$ cat src/rtl/rscd_pkg.sv
// package of strap positions, defaults and decoded carrier types for the strap loader
//------------------------------------------------------------
// Operation
// - sample address straps on the first clock after reset release
// - undriven strap reads one via pull-up
// - A19 low caps mode one at 100MHz
// - A16 A15 A13 set SMBus address bits
// - A17 low enables upper bus pull-ups
// - A18 low selects 32-bit bus width
// - narrow bus keeps upper lines pulled up
// - A21 low enables hot swap startup
// - A22 low disables firmware timer
// - write strobe low selects reference clock pair
// - A24 low skips link-down full reset
// - A10 picks which interface is function 0
//------------------------------------------------------------
package rscd_pkg;
    localparam int ADDR_W          = 25;
    localparam int POS_FUNC0_SEL   = 10;
    localparam int POS_PCIX_ENDPOINT_STRAP_N     = 11;
    localparam int POS_ROOT_CPLX   = 12;
    localparam int POS_SMB_BIT2    = 13;
    localparam int POS_SMB_BIT3    = 15;
    localparam int POS_SMB_BIT5    = 16;
    localparam int POS_PULLUP_EN   = 17;
    localparam int POS_NARROW_BUS  = 18;
    localparam int POS_SPEED_LIM   = 19;
    localparam int POS_HOT_SWAP    = 21;
    localparam int POS_FW_TIMER    = 22;
    localparam int POS_CTRL_ONLY   = 23;
    localparam int POS_LINK_DOWN   = 24;
    localparam logic [6:0] SMB_ADDR_BASE = 7'h00; // bits not set by straps
    localparam int SYNC_STAGES     = 2;

    typedef struct packed {
        logic       speed_133_en;    // 1: mode one may run at 133MHz
        logic [6:0] smbus_addr;
        logic       upper_pullup_en;
        logic       bus_64bit;
        logic       upper_hold_pullup;
        logic       hot_swap_en;
        logic       fw_timer_en;
        logic       refclk_pair_sel;
        logic       link_down_reset_en;
        logic       function0_is_pcie;
        logic       pcie_endpoint_ok;
        logic       pcix_endpoint_ok;
    } rscd_cfg_t;
endpackage : rscd_pkg

$ cat src/rtl/rscd_strap_loader.sv
// strap capture at reset release and decode into chip configuration
`timescale 1ns/1ps
module rscd_strap_loader (
    input  wire logic                       clk,
    input  wire logic                       reset_n,
    input  wire logic [rscd_pkg::ADDR_W-1:0] periph_addr,
    input  wire logic                       peripheral_write_strobe_n,
    input  wire logic                       smbus_addr_bit1_strap,
    output logic                            cfg_valid,
    output rscd_pkg::rscd_cfg_t             cfg
);
    import rscd_pkg::*;

    //------------------------------------------------------------
    // pin synchronisers
    //------------------------------------------------------------
    logic [ADDR_W+1:0] sync1_r, sync2_r;
    logic              cap_done_r, cap_done_nxt;
    logic [ADDR_W+1:0] strap_r, strap_nxt;
    rscd_cfg_t         cfg_r, cfg_nxt;

    // two-stage capture of every strap pin; runs through reset on purpose,
    // so stage two already holds the settled strap levels when reset ends
    always_ff @(posedge clk) begin
        sync1_r <= {smbus_addr_bit1_strap, peripheral_write_strobe_n, periph_addr};
        sync2_r <= sync1_r; // only stage two is read downstream
    end

    //------------------------------------------------------------
    // capture once after release, then freeze
    //------------------------------------------------------------
    function automatic rscd_cfg_t decode(input logic [ADDR_W+1:0] s);
        rscd_cfg_t c;
        c = '0;
        c.speed_133_en       = s[POS_SPEED_LIM];
        c.smbus_addr         = SMB_ADDR_BASE;
        c.smbus_addr[5]      = s[POS_SMB_BIT5];
        c.smbus_addr[3]      = s[POS_SMB_BIT3];
        c.smbus_addr[2]      = s[POS_SMB_BIT2];
        c.smbus_addr[1]      = s[ADDR_W+1];
        c.upper_pullup_en    = ~s[POS_PULLUP_EN];
        c.bus_64bit          = s[POS_NARROW_BUS];
        c.upper_hold_pullup  = ~s[POS_NARROW_BUS] | ~s[POS_PULLUP_EN];
        c.hot_swap_en        = ~s[POS_HOT_SWAP];
        c.fw_timer_en        = s[POS_FW_TIMER];
        c.refclk_pair_sel    = ~s[ADDR_W];
        c.link_down_reset_en = s[POS_LINK_DOWN];
        c.function0_is_pcie  = s[POS_FUNC0_SEL];
        c.pcie_endpoint_ok   = ~s[POS_CTRL_ONLY] & s[POS_FUNC0_SEL]
                               & s[POS_ROOT_CPLX];
        c.pcix_endpoint_ok   = ~s[POS_CTRL_ONLY] & ~s[POS_FUNC0_SEL]
                               & ~s[POS_PCIX_ENDPOINT_STRAP_N];
        return c;
    endfunction : decode

    // first clock after release takes the synchronised pin levels
    always_comb begin
        cap_done_nxt = 1'b1;
        strap_nxt    = strap_r;
        if (!cap_done_r) begin
            strap_nxt = sync2_r;
        end
        cfg_nxt = decode(strap_nxt);
    end

    // registers; strap default equals all straps left open, config resets to zero
    always_ff @(posedge clk or negedge reset_n) begin
        if (!reset_n) begin
            cap_done_r <= 1'b0;
            strap_r    <= '1;
            cfg_r      <= '0;
        end else begin
            cap_done_r <= cap_done_nxt;
            strap_r    <= strap_nxt;
            cfg_r      <= cfg_nxt;
        end
    end

    assign cfg_valid = cap_done_r;
    assign cfg       = cfg_r;
endmodule : rscd_strap_loader

$ cat config.mk
export PLATFORM = sky130hd
export DESIGN_NAME = rscd_strap_loader
export DESIGN_NICKNAME = d
export VERILOG_FILES = /design/src/rtl/rscd_pkg.sv /design/src/rtl/rscd_strap_loader.sv
export SDC_FILE = /design/constraint.sdc
export NUM_CORES = 1
export LEC_CHECK = 0
export BUFFER_PORTS_ARGS = -buffer_cell sky130_fd_sc_hd__buf_2
export CORE_AREA = 2 2 65 67
export CTS_CLUSTER_SIZE = 10
export DETAILED_ROUTE_END_ITERATION = 6
export DIE_AREA = 0 0 67 69
export PLACE_DENSITY = 0.67
export SYNTH_ARGS = -nofsm -noshare
export SYNTH_HDL_FRONTEND = slang
export SYNTH_SLANG_ARGS = --single-unit
$ cat constraint.sdc
create_clock -name clk -period 1 [get_ports clk]
set_input_delay 0.2 -clock clk [delete_from_list [all_inputs] [get_ports clk]]
set_output_delay 0.2 -clock clk [all_outputs]
set_load 0.02 [all_outputs]
### Word-level counts from Yosys, hierarchy flattened

Cells that the tools add are included.

| storage, ports and cells | value |
|---|---|
| register bits | 97 |
| word-level logic and storage cells | 30 |
| output and inout bits | 19 |

| cells by class | value |
|---|---|
| muxes and demuxes | 1 |
| bitwise logic cells | 12 |

Operators by type and width:

| operator | number |
|---|---|
| 27-bit 2-to-1 mux | 1 |
| 1-bit inverter | 7 |
| 1-bit bitwise AND | 4 |
| 1-bit OR | 1 |

### Depth between registers and ports, before layout

Gate-level depths: netlist of run 1.

| depth | value |
|---|---|
| depth after elaboration | 4 |
| mapped depth | 4 |
| mapped depth without buffers | 2 |

### Least setup slack after synthesis of run 1

No wires, ideal clock.

| timing path | value |
|---|---|
| path type | reg2reg |
| start | register cap_done_r (netlist: cfg_valid) |
| end | register cfg_r (netlist bit cfg[1]) |
| path slack | -223 ps |
| arrival time | 1103 ps |
| setup time | 120 ps |
| cell stages (with the launch flop) | 4 |
| data required time | 880 ps |
| path through | dfrtp_1 buf_6 mux2_2 and3b_1 |

RTL lines:

| what | line | source |
|---|---|---|
| start, declared | rscd_strap_loader.sv:18 | `logic cap_done_r, cap_done_nxt;` |
| start signal, assigned | rscd_strap_loader.sv:73 | `cap_done_r <= cap_done_nxt;` |
| end signal, assigned | rscd_strap_loader.sv:75 | `cfg_r <= cfg_nxt;` |
| end, declared | rscd_strap_loader.sv:20 | `rscd_cfg_t cfg_r, cfg_nxt;` |

==> summary.txt, run 1 <==
Global-route wire length before repair: 4120 um
Dominant combinational cell family by area after synthesis: multiplexers
Max-slew violations: 0
Diode insertion count for antenna repair: 0
Critical hold path startpoint: sync1_r[16]
Via-per-instance ratio: 3.99
Adder-cell share of the synthesized area: 0%
Instance count of the mapped netlist: 89
Portion of the post-synthesis area used by sequential elements: 83.9%
Launch point of the critical path: cfg_valid
Final worst path period need: 1180 ps
Crit path kind: reg -> reg
Met3 capacity usage during global routing: 4.89%
Proportion of netlist area held by the largest area contributor: 36.1%
Failing checks: setup timing
Max IR drop VDD: 1.24 mV
Mean Syn Cell Area: 18.7 um^2
CTS tree: built
Length in cells of the worst reg-to-reg path: 3
F_max: 0.846 GHz
Startpoint type of the worst setup path: flop
Estimated wirelength of the detail-placed design: 1420 um
I/O pin count: 48
Most common cell after layout, fill and taps aside: sky130_fd_sc_hd__dfxtp_1
Area leader, netlist: sky130_fd_sc_hd__dfxtp_1
Setup TNS: -3240 ps
Setup slack of the critical path after layout: -182 ps
Hold path cells: 0
Synth Area in Compound Gates: 0%
Residual overflow from global routing: 0
First-pass detailed-route iteration total: 3
Std-Cell Rows: 23
HP Class: reg -> reg
Clk root buf: sky130_fd_sc_hd__clkbuf_8
Top cell family by delay on the critical path: flip-flops
Global-route layer with the greatest usage: met2
Number of antenna violations at the first check in global routing: 0
Fraction of met2 tracks used by global routing: 20.9%
Area taken by multi-input logic gates: 226 um^2
Worst setup EP type: flop
Number of maximum-capacitance violations: 0
Global routing usage on met1: 13.0%
Placer Congestion: 0.629
Final core utilization: 60.6%
Net total in the final layout: 180
Number of cells on the critical path: 3
Clock edge transition at the registers on the reported setup and hold paths: 60 ps
Insertion delay to the later sink of the worst-skew pair: 310 ps
Power density normalized to cell area: 2200 nW/um^2
Detailed-route wire length: 2430 um
Via total after detailed routing: 821
Height of the die: 69 um
Total number of H-tree levels: 3
Core outline area: 3910 um^2
Total GRT Usage: 12.7%
Result of the run: finished with violations
Maximum buffer depth of the clock tree: 2
Fillers: 307
Buffers and inverters on the worst path: 1
Mux cell area share after synthesis: 10.9%
Most frequent cells in the layout: 30 x sky130_fd_sc_hd__dfxtp_1, 18 x sky130_fd_sc_hd__buf_6, 16 x sky130_fd_sc_hd__dlygate4sd3_1, 16 x sky130_fd_sc_hd__buf_2
WL per Instance: 11.8 um
Pin count of the biggest net entering global routing: 32
Area overhead of the layout relative to synthesis: 42.7%
Hold WS: 325 ps
Full die area: 4620 um^2
Fin Clk Skew: 3.84 ps
1st-iter DRT viols: 24
Fraction of layout cells with a size suffix above 1: 52.6%
Total standard cell area after synthesis: 1660 um^2
Starting utilization of the core area: 42.5%
Final number of setup-violating endpoints: 42
Final Cycle Share: 118%
Static leakage: 1.08 nW
Yosys warns: 0
Cell variety after synth: 13
Number of endpoints with negative hold slack in the final report: 0
Cells along the critical path: buf_4 -> mux2_4 -> nor3_2
Port bufs: 32
TritonCTS Sinks: 61
Delay of the slowest cell on the worst path: 490 ps
Residual antenna-violating net count after detailed routing: 0
Post-detailed-route DRC marker count: 0
Setup repair after global routing missed its margin: yes
Simple-gate area share of the yosys netlist: 1.35%
Die Width: 67 um
Slowest cell on the critical path: sky130_fd_sc_hd__dfrtp_2
Register area: 1400 um^2
Clock buffers created by TritonCTS: 9
Required time of the critical path: 1240 ps
Endpoint arrival time on the critical path: 1420 ps
Number of storage elements in the synthesis netlist: 61
Via count of the first global-routing pass: 914
Source of the worst register-to-register timing path: cfg_valid
Top cells by area in the synthesized netlist: sky130_fd_sc_hd__dfxtp_1 36%, sky130_fd_sc_hd__dfrtp_1 24%, sky130_fd_sc_hd__dfstp_2 24%
Xor-xnor portion of the synthesized cell area: 0%
Crit Path Max Fanout: 7
==> synthesized netlist by cell type <==
cell type / n
sky130_fd_sc_hd__nor3_2: 1
sky130_fd_sc_hd__mux2_2: 9
sky130_fd_sc_hd__nand2_1: 1
sky130_fd_sc_hd__mux2_4: 4
sky130_fd_sc_hd__conb_1: 2
sky130_fd_sc_hd__buf_4: 3
sky130_fd_sc_hd__inv_1: 3
sky130_fd_sc_hd__dfxtp_1: 30
sky130_fd_sc_hd__dfstp_2: 15
sky130_fd_sc_hd__mux2i_1: 2
sky130_fd_sc_hd__dfrtp_1: 16
sky130_fd_sc_hd__and3b_1: 1
sky130_fd_sc_hd__buf_6: 2
==> final timing paths <==
check	endpoint	slack, ps
setup / recovery	cfg[0]	-180
hold / removal	sync2_r[16]	330
setup reg to reg	cfg[0]	-180
hold reg to reg	sync2_r[16]	330
max in group asynchronous	strap_r[15]	400
min in group asynchronous	cfg[15]	360
==> timing repair <==
action,4_1_cts,5_1_grt
gates resized for setup,35,0
setup buffers,2,1
hold endpoints to repair,31,0
hold buffers,16,0
pin swaps,0,1
endpoints found under the setup margin,41,43
==> where the power goes <==
group	leakage [nW]	switching, mW	internal (mW)
clock network	0.0970	0.800	1.18
logic	0.385	0.211	0.278
registers	0.599	0.0660	2.68
==> flip-flops by register name (all words and copies together) (netlist names) <==
| signal | flops |
|---|---|
| cfg | 15 |
| strap_r | 15 |
| sync2_r | 15 |
| cfg_valid | 1 |
| sync1_r | 15 |
==> stage by stage <==
stage               instances  cell area [um^2]  power, mW  worst slack (ps)
floorplan                  91              1680       2.98              -167
global placement          171              1890       3.11              -122
detailed placement        171              1890       3.13              -150
CTS                       205              2360       5.25              -182
global route              206              2370       5.44              -214
finish                    206              2370       5.21              -182
==> routing by layer <==
metal | vias up | part of all wire (%)
met5 | - | 0
met4 | 0 | 2.1
met3 | 6 | 4.9
met2 | 20 | 55
met1 | 397 | 38
li1 | 398 | -
==> logic make-up after synthesis <==
kind of cell / after synthesis
buf+inv: 8
flops: 61
mux: 15
other cells: 2
simple gates: 3
==> area by class of cell <==
type	count	share of cell area [%]
flip-flops and latches	61	58.9
inverters	3	0.475
multi-input cells	22	9.55
well taps	50	2.64
repair buffers	54	20.5
clock buffers	16	8.02
Power figures use the tool's default switching activity.
==> run 2, diff against run 1 <==
- CORE_AREA: 2 2 65 67 -> 2 2 62 64
- DIE_AREA: 0 0 67 69 -> 0 0 64 66
- PLACE_DENSITY: 0.67 -> 0.7
- clock period: 1 -> 1.2 ns (I/O delays scaled with it)
==> run 2 against run 1 <==
  * The run now ends clean
  * Combinational power shrank 25%
  * First-iteration DRC count is the same
  * Critical path type unchanged
  * Clock power shrank 45%
  * Utilization grew 1.8 points
==> summary.txt, run 2 (synthesized netlist as in run 1, its figures left out) <==
Result of the run: completed
Residual overflow from global routing: 0
Diode insertion count for antenna repair: 0
Hold path cells: 0
Fillers: 277
Std-Cell Rows: 22
Delay of the slowest cell on the worst path: 430 ps
Static leakage: 1.02 nW
Most frequent cells in the layout: 30 x sky130_fd_sc_hd__dfxtp_1, 24 x sky130_fd_sc_hd__buf_2, 16 x sky130_fd_sc_hd__dlygate4sd3_1, 15 x sky130_fd_sc_hd__dfrtp_1, 15 x sky130_fd_sc_hd__dfstp_2
WL per Instance: 11.2 um
Pin count of the biggest net entering global routing: 32
Via count of the first global-routing pass: 909
Power density normalized to cell area: 1680 nW/um^2
Fraction of layout cells with a size suffix above 1: 51.3%
Worst Hold End: sync2_r[10]
I/O pin count: 48
Post-detailed-route DRC marker count: 0
Worst setup EP type: flop
Crit Path Max Fanout: 4
Final number of setup-violating endpoints: 0
Starting utilization of the core area: 46.8%
Full die area: 4220 um^2
Clk root buf: sky130_fd_sc_hd__clkbuf_4
Worst reg2reg path endpoint: cfg[1]
Crit path kind: reg -> reg
Post-detailed-placement cell area: 1880 um^2
Final Cycle Share: 98.1%
Setup repair after global routing missed its margin: yes
Max-slew violations: 0
Total number of H-tree levels: 3
Cells along the critical path: buf_4 -> mux2_4 -> and3b_1
Required time of the critical path: 1470 ps
Via-per-instance ratio: 4.13
Number of endpoints with negative hold slack in the final report: 0
Height of the die: 66 um
Clock buffers created by TritonCTS: 9
Estimated wirelength of the detail-placed design: 1350 um
Critical hold path startpoint: sync1_r[10]
Number of maximum-capacitance violations: 0
First-pass detailed-route iteration total: 3
F_max: 0.849 GHz
Residual antenna-violating net count after detailed routing: 0
Final Cell Area: 2210 um^2
Area overhead of the layout relative to synthesis: 33.2%
Clock edge transition at the registers on the reported setup and hold paths: 90 ps
CTS tree: built
Insertion delay to the later sink of the worst-skew pair: 370 ps
Port bufs: 32
Flop2flop setup slack: 20 ps
TritonCTS Sinks: 61
Final worst path period need: 1180 ps
Net total in the final layout: 180
Max IR drop VDD: 1.01 mV
Detailed-route wire length: 2280 um
Via total after detailed routing: 843
Global-route wire length before repair: 3860 um
Number of antenna violations at the first check in global routing: 0
Hold WS: 326 ps
Total GRT Usage: 13.3%
1st-iter DRT viols: 24
Core outline area: 3550 um^2
Slowest cell on the critical path: sky130_fd_sc_hd__dfrtp_2
HP Class: reg -> reg
Source of the worst register-to-register timing path: cfg_valid
Die Width: 64 um
Fin Clk Skew: 8.61 ps
Maximum buffer depth of the clock tree: 2
Startpoint type of the worst setup path: flop
Length in cells of the worst reg-to-reg path: 3
Placer Congestion: 0.651
Most common cell after layout, fill and taps aside: sky130_fd_sc_hd__dfxtp_1
Endpoint arrival time on the critical path: 1450 ps
## run 2: cell types whose count changed in the layout (fill, tap and decap cells not counted), moves of 2 or more
cell,change
sky130_fd_sc_hd__buf_2,+8
sky130_fd_sc_hd__buf_6,-10
sky130_fd_sc_hd__clkbuf_4,+9
sky130_fd_sc_hd__clkinv_2,+2
sky130_fd_sc_hd__buf_4,+3
sky130_fd_sc_hd__clkbuf_8,-12
## run 2: final cells by class
| cell class | count | area, um^2 | area share, % |
|---|---|---|---|
| clock buffers | 14 | 96.3 | 4.35 |
| clock inverters | 2 | 10.0 | 0.452 |
| inverters | 3 | 11.3 | 0.508 |
| multi-input cells | 22 | 225 | 10.2 |
| flip-flops and latches | 61 | 1400 | 63.1 |
| well taps | 48 | 60.1 | 2.71 |
| repair buffers | 54 | 415 | 18.8 |
## run 2: critical path, delay by kind of cell (launching register included)
| family | cells | cell delay (ps) |
|---|---|---|
| DFF | 1 | 430 |
| muxes | 1 | 330 |
| and+or+nand+nor | 1 | 170 |
| buffers and inverters | 1 | 160 |
## run 2: layer usage
layer / vias up / wire length, um / GRT usage, %
met4: 0 / 22 / 5.71
met3: 4 / 155 / 9.37
met1: 410 / 843 / 12.3
met5: - / 0 / 0
met2: 29 / 1250 / 22.3
li1: 400 / - / -
## run 2: per-stage QoR
step	setup slack (ps)	cells	util (%)	setup TNS, ps	total power [mW]
after floorplan	32.7	91	-	0	2.48
final	22.7	204	62.4	0	3.72
after CTS	-3.62	204	61.0	-3.62	3.76
after global placement	72.5	170	52.9	0	2.58
after global routing	-34.2	204	62.4	-64.1	3.96
after detailed placement	45.1	170	52.9	0	2.60
## run 2: power by group
group	internal [mW]	switching, mW	leakage (nW)	total (mW)
logic	0.187	0.178	0.362	0.365
registers	2.23	0.0439	0.599	2.27
clock network	0.482	0.605	0.0611	1.09
## run 2: how the worst max path moves through the flow
stage                     cells after the start  slack (ps)   endpoint  startpoint
after CTS                                     1          -4  cfg_valid   cfg_valid
after detailed placement                      2          50     cfg[1]   cfg_valid
final                                         3          20     cfg[1]   cfg_valid
after global placement                        2          70     cfg[1]   cfg_valid
after floorplan                               3          30     cfg[1]   cfg_valid
after global routing                          1         -30  cfg_valid   cfg_valid
## run 2: timing repair
action	in CTS	in global routing
resized for setup	2	15
endpoints found under the setup margin	1	11
buffers inserted	2	0
hold endpoints to repair	31	0
hold buffers	16	0
==> run 3, diff against run 2 <==
--- a/config.mk
+++ b/config.mk
@@ -8,7 +8,8 @@
 export BUFFER_PORTS_ARGS = -buffer_cell sky130_fd_sc_hd__buf_2
-export CORE_AREA = 2 2 62 64
+export CORE_AREA = 2 2 65 67
 export CTS_CLUSTER_SIZE = 10
 export DETAILED_ROUTE_END_ITERATION = 6
-export DIE_AREA = 0 0 64 66
-export PLACE_DENSITY = 0.7
+export DIE_AREA = 0 0 67 69
+export PLACE_DENSITY = 0.67
+export REMOVE_ABC_BUFFERS = 1
 export SYNTH_ARGS = -nofsm -noshare
==> constraint.sdc (replaced) <==
create_clock -name clk -period 1.01 [get_ports clk]
set_input_delay 0.202 -clock clk [delete_from_list [all_inputs] [get_ports clk]]
set_output_delay 0.202 -clock clk [all_outputs]
set_load 0.05 [all_outputs]
==> run 3 against run 2 <==
  * The run now ends with setup timing left
  * Sequential share of layout area down 3.6 points
  * Clock-buffer cell count unchanged
  * Cell count up 0.98%
  * Critical path type is now reg -> out
  * Critical endpoint is now cfg_valid
==> summary.txt, run 3 (synthesized netlist as in run 1, its figures left out) <==
Flop2flop setup slack: -180 ps
Die Width: 67 um
Starting utilization of the core area: 42.5%
Crit path kind: reg -> out
Total GRT Usage: 11.8%
Final Cycle Share: 119%
Area overhead of the layout relative to synthesis: 41.2%
Insertion delay to the later sink of the worst-skew pair: 320 ps
CTS tree: built
Global-route layer with the greatest usage: met2
Worst setup EP type: output port
1st-iter DRT viols: 16
Placer Congestion: 0.714
Clock edge transition at the registers on the reported setup and hold paths: 60 ps
Number of antenna violations at the first check in global routing: 0
Failing checks: setup timing
Final worst path period need: 1200 ps
Residual antenna-violating net count after detailed routing: 0
Final number of setup-violating endpoints: 41
Post-detailed-route DRC marker count: 0
Port bufs: 32
Residual overflow from global routing: 0
Met3 capacity usage during global routing: 6.85%
Max-slew violations: 0
Full die area: 4620 um^2
Maximum buffer depth of the clock tree: 2
Endpoint arrival time on the critical path: 1000 ps
Area taken by multi-input logic gates: 235 um^2
Via count of the first global-routing pass: 875
Global routing usage on met1: 13.1%
Global-route wire length before repair: 3780 um
Setup slack of the critical path after layout: -191 ps
Clock buffers created by TritonCTS: 9
Crit Path Max Fanout: 2
Launch point of the critical path: cfg_valid
Height of the die: 69 um
Power density normalized to cell area: 2150 nW/um^2
Core outline area: 3910 um^2
F_max: 0.833 GHz
I/O pin count: 48
Post-detailed-placement cell area: 1890 um^2
Fin Clk Skew: 3.52 ps
Number of maximum-capacitance violations: 0
Diode insertion count for antenna repair: 0
TritonCTS Sinks: 61
Fraction of met2 tracks used by global routing: 16.7%
HP Class: in -> async
Overall Power: 5.05 mW
Result of the run: finished with violations
Final core utilization: 60.0%
Worst reg2reg path endpoint: cfg[1]
Source of the worst register-to-register timing path: cfg_valid
Most frequent cells in the layout: 30 x sky130_fd_sc_hd__dfxtp_1, 17 x sky130_fd_sc_hd__buf_6, 16 x sky130_fd_sc_hd__dlygate4sd3_1, 16 x sky130_fd_sc_hd__buf_2
Setup repair after global routing missed its margin: yes
Std-Cell Rows: 23
Via-per-instance ratio: 4.01
Startpoint type of the worst setup path: flop
Total number of H-tree levels: 3
Worst setup timing slack at the placement stage: -224 ps
Required time of the critical path: 810 ps
Fillers: 308
Detailed-route wire length: 2270 um
Estimated wirelength of the detail-placed design: 1390 um
WL per Instance: 11.0 um
Fraction of layout cells with a size suffix above 1: 51.9%
Via total after detailed routing: 827
Pin count of the biggest net entering global routing: 21
Final Cell Area: 2350 um^2
Length in cells of the worst reg-to-reg path: 3
Clk root buf: sky130_fd_sc_hd__clkbuf_8
Static leakage: 1.06 nW
Max IR drop VDD: 1.96 mV
Net total in the final layout: 180
Register area: 1400 um^2
Setup TNS: -2820 ps
Number of endpoints with negative hold slack in the final report: 0
Most common cell after layout, fill and taps aside: sky130_fd_sc_hd__dfxtp_1
First-pass detailed-route iteration total: 6
[run 3: worst max-delay path by stage]
stage | end | slack [ps] | cells after the start
after floorplan | cfg[1] | -650 | 2
after global placement | cfg[5] | -200 | 2
after detailed placement | cfg[11] | -220 | 2
after CTS | cfg_valid | -210 | 2
after global routing | cfg_valid | -220 | 2
final | cfg_valid | -190 | 2
[run 3: layout make-up]
type                    count  area share [%]
flip-flops and latches     61            59.5
repair buffers             54            20.8
multi-input cells          22            10.0
clock buffers              14            6.08
well taps                  50            2.67
inverters                   3           0.480
clock inverters             2           0.426
[run 3: where the power goes]
group,total (mW),internal (mW),switching (mW)
clock,1.69,0.886,0.800
sequential,2.72,2.65,0.0632
combinational,0.643,0.276,0.367
total,5.05,3.82,1.23
[run 3: metrics by stage]
step	instances	hold slack, ps
3_5_place_dp	172	98.5
2_1_floorplan	86	-93.6
5_1_grt	206	302
6_report	206	287
4_1_cts	206	277
3_3_place_gp	172	97.7
[run 3: critical path, cell delays in order, from the launching register on]
cell and delay, ps:
sky130_fd_sc_hd__dfrtp_2 420, sky130_fd_sc_hd__buf_6 120, sky130_fd_sc_hd__buf_8 140
[run 3: layer usage]
metal / vias up / wire (um)
li1: 399 / -
met1: 394 / 984
met3: 5 / 151
met2: 29 / 1090
met4: 0 / 42
met5: - / 0
[run 3: repair_timing]
action                                  in CTS  in global routing
gates resized for setup                     36                  3
buffers inserted                             2                  0
endpoints found under the setup margin      43                 43
endpoints found under the hold margin       20                  0
hold buffers                                16                  0
pin swaps                                    0                  0
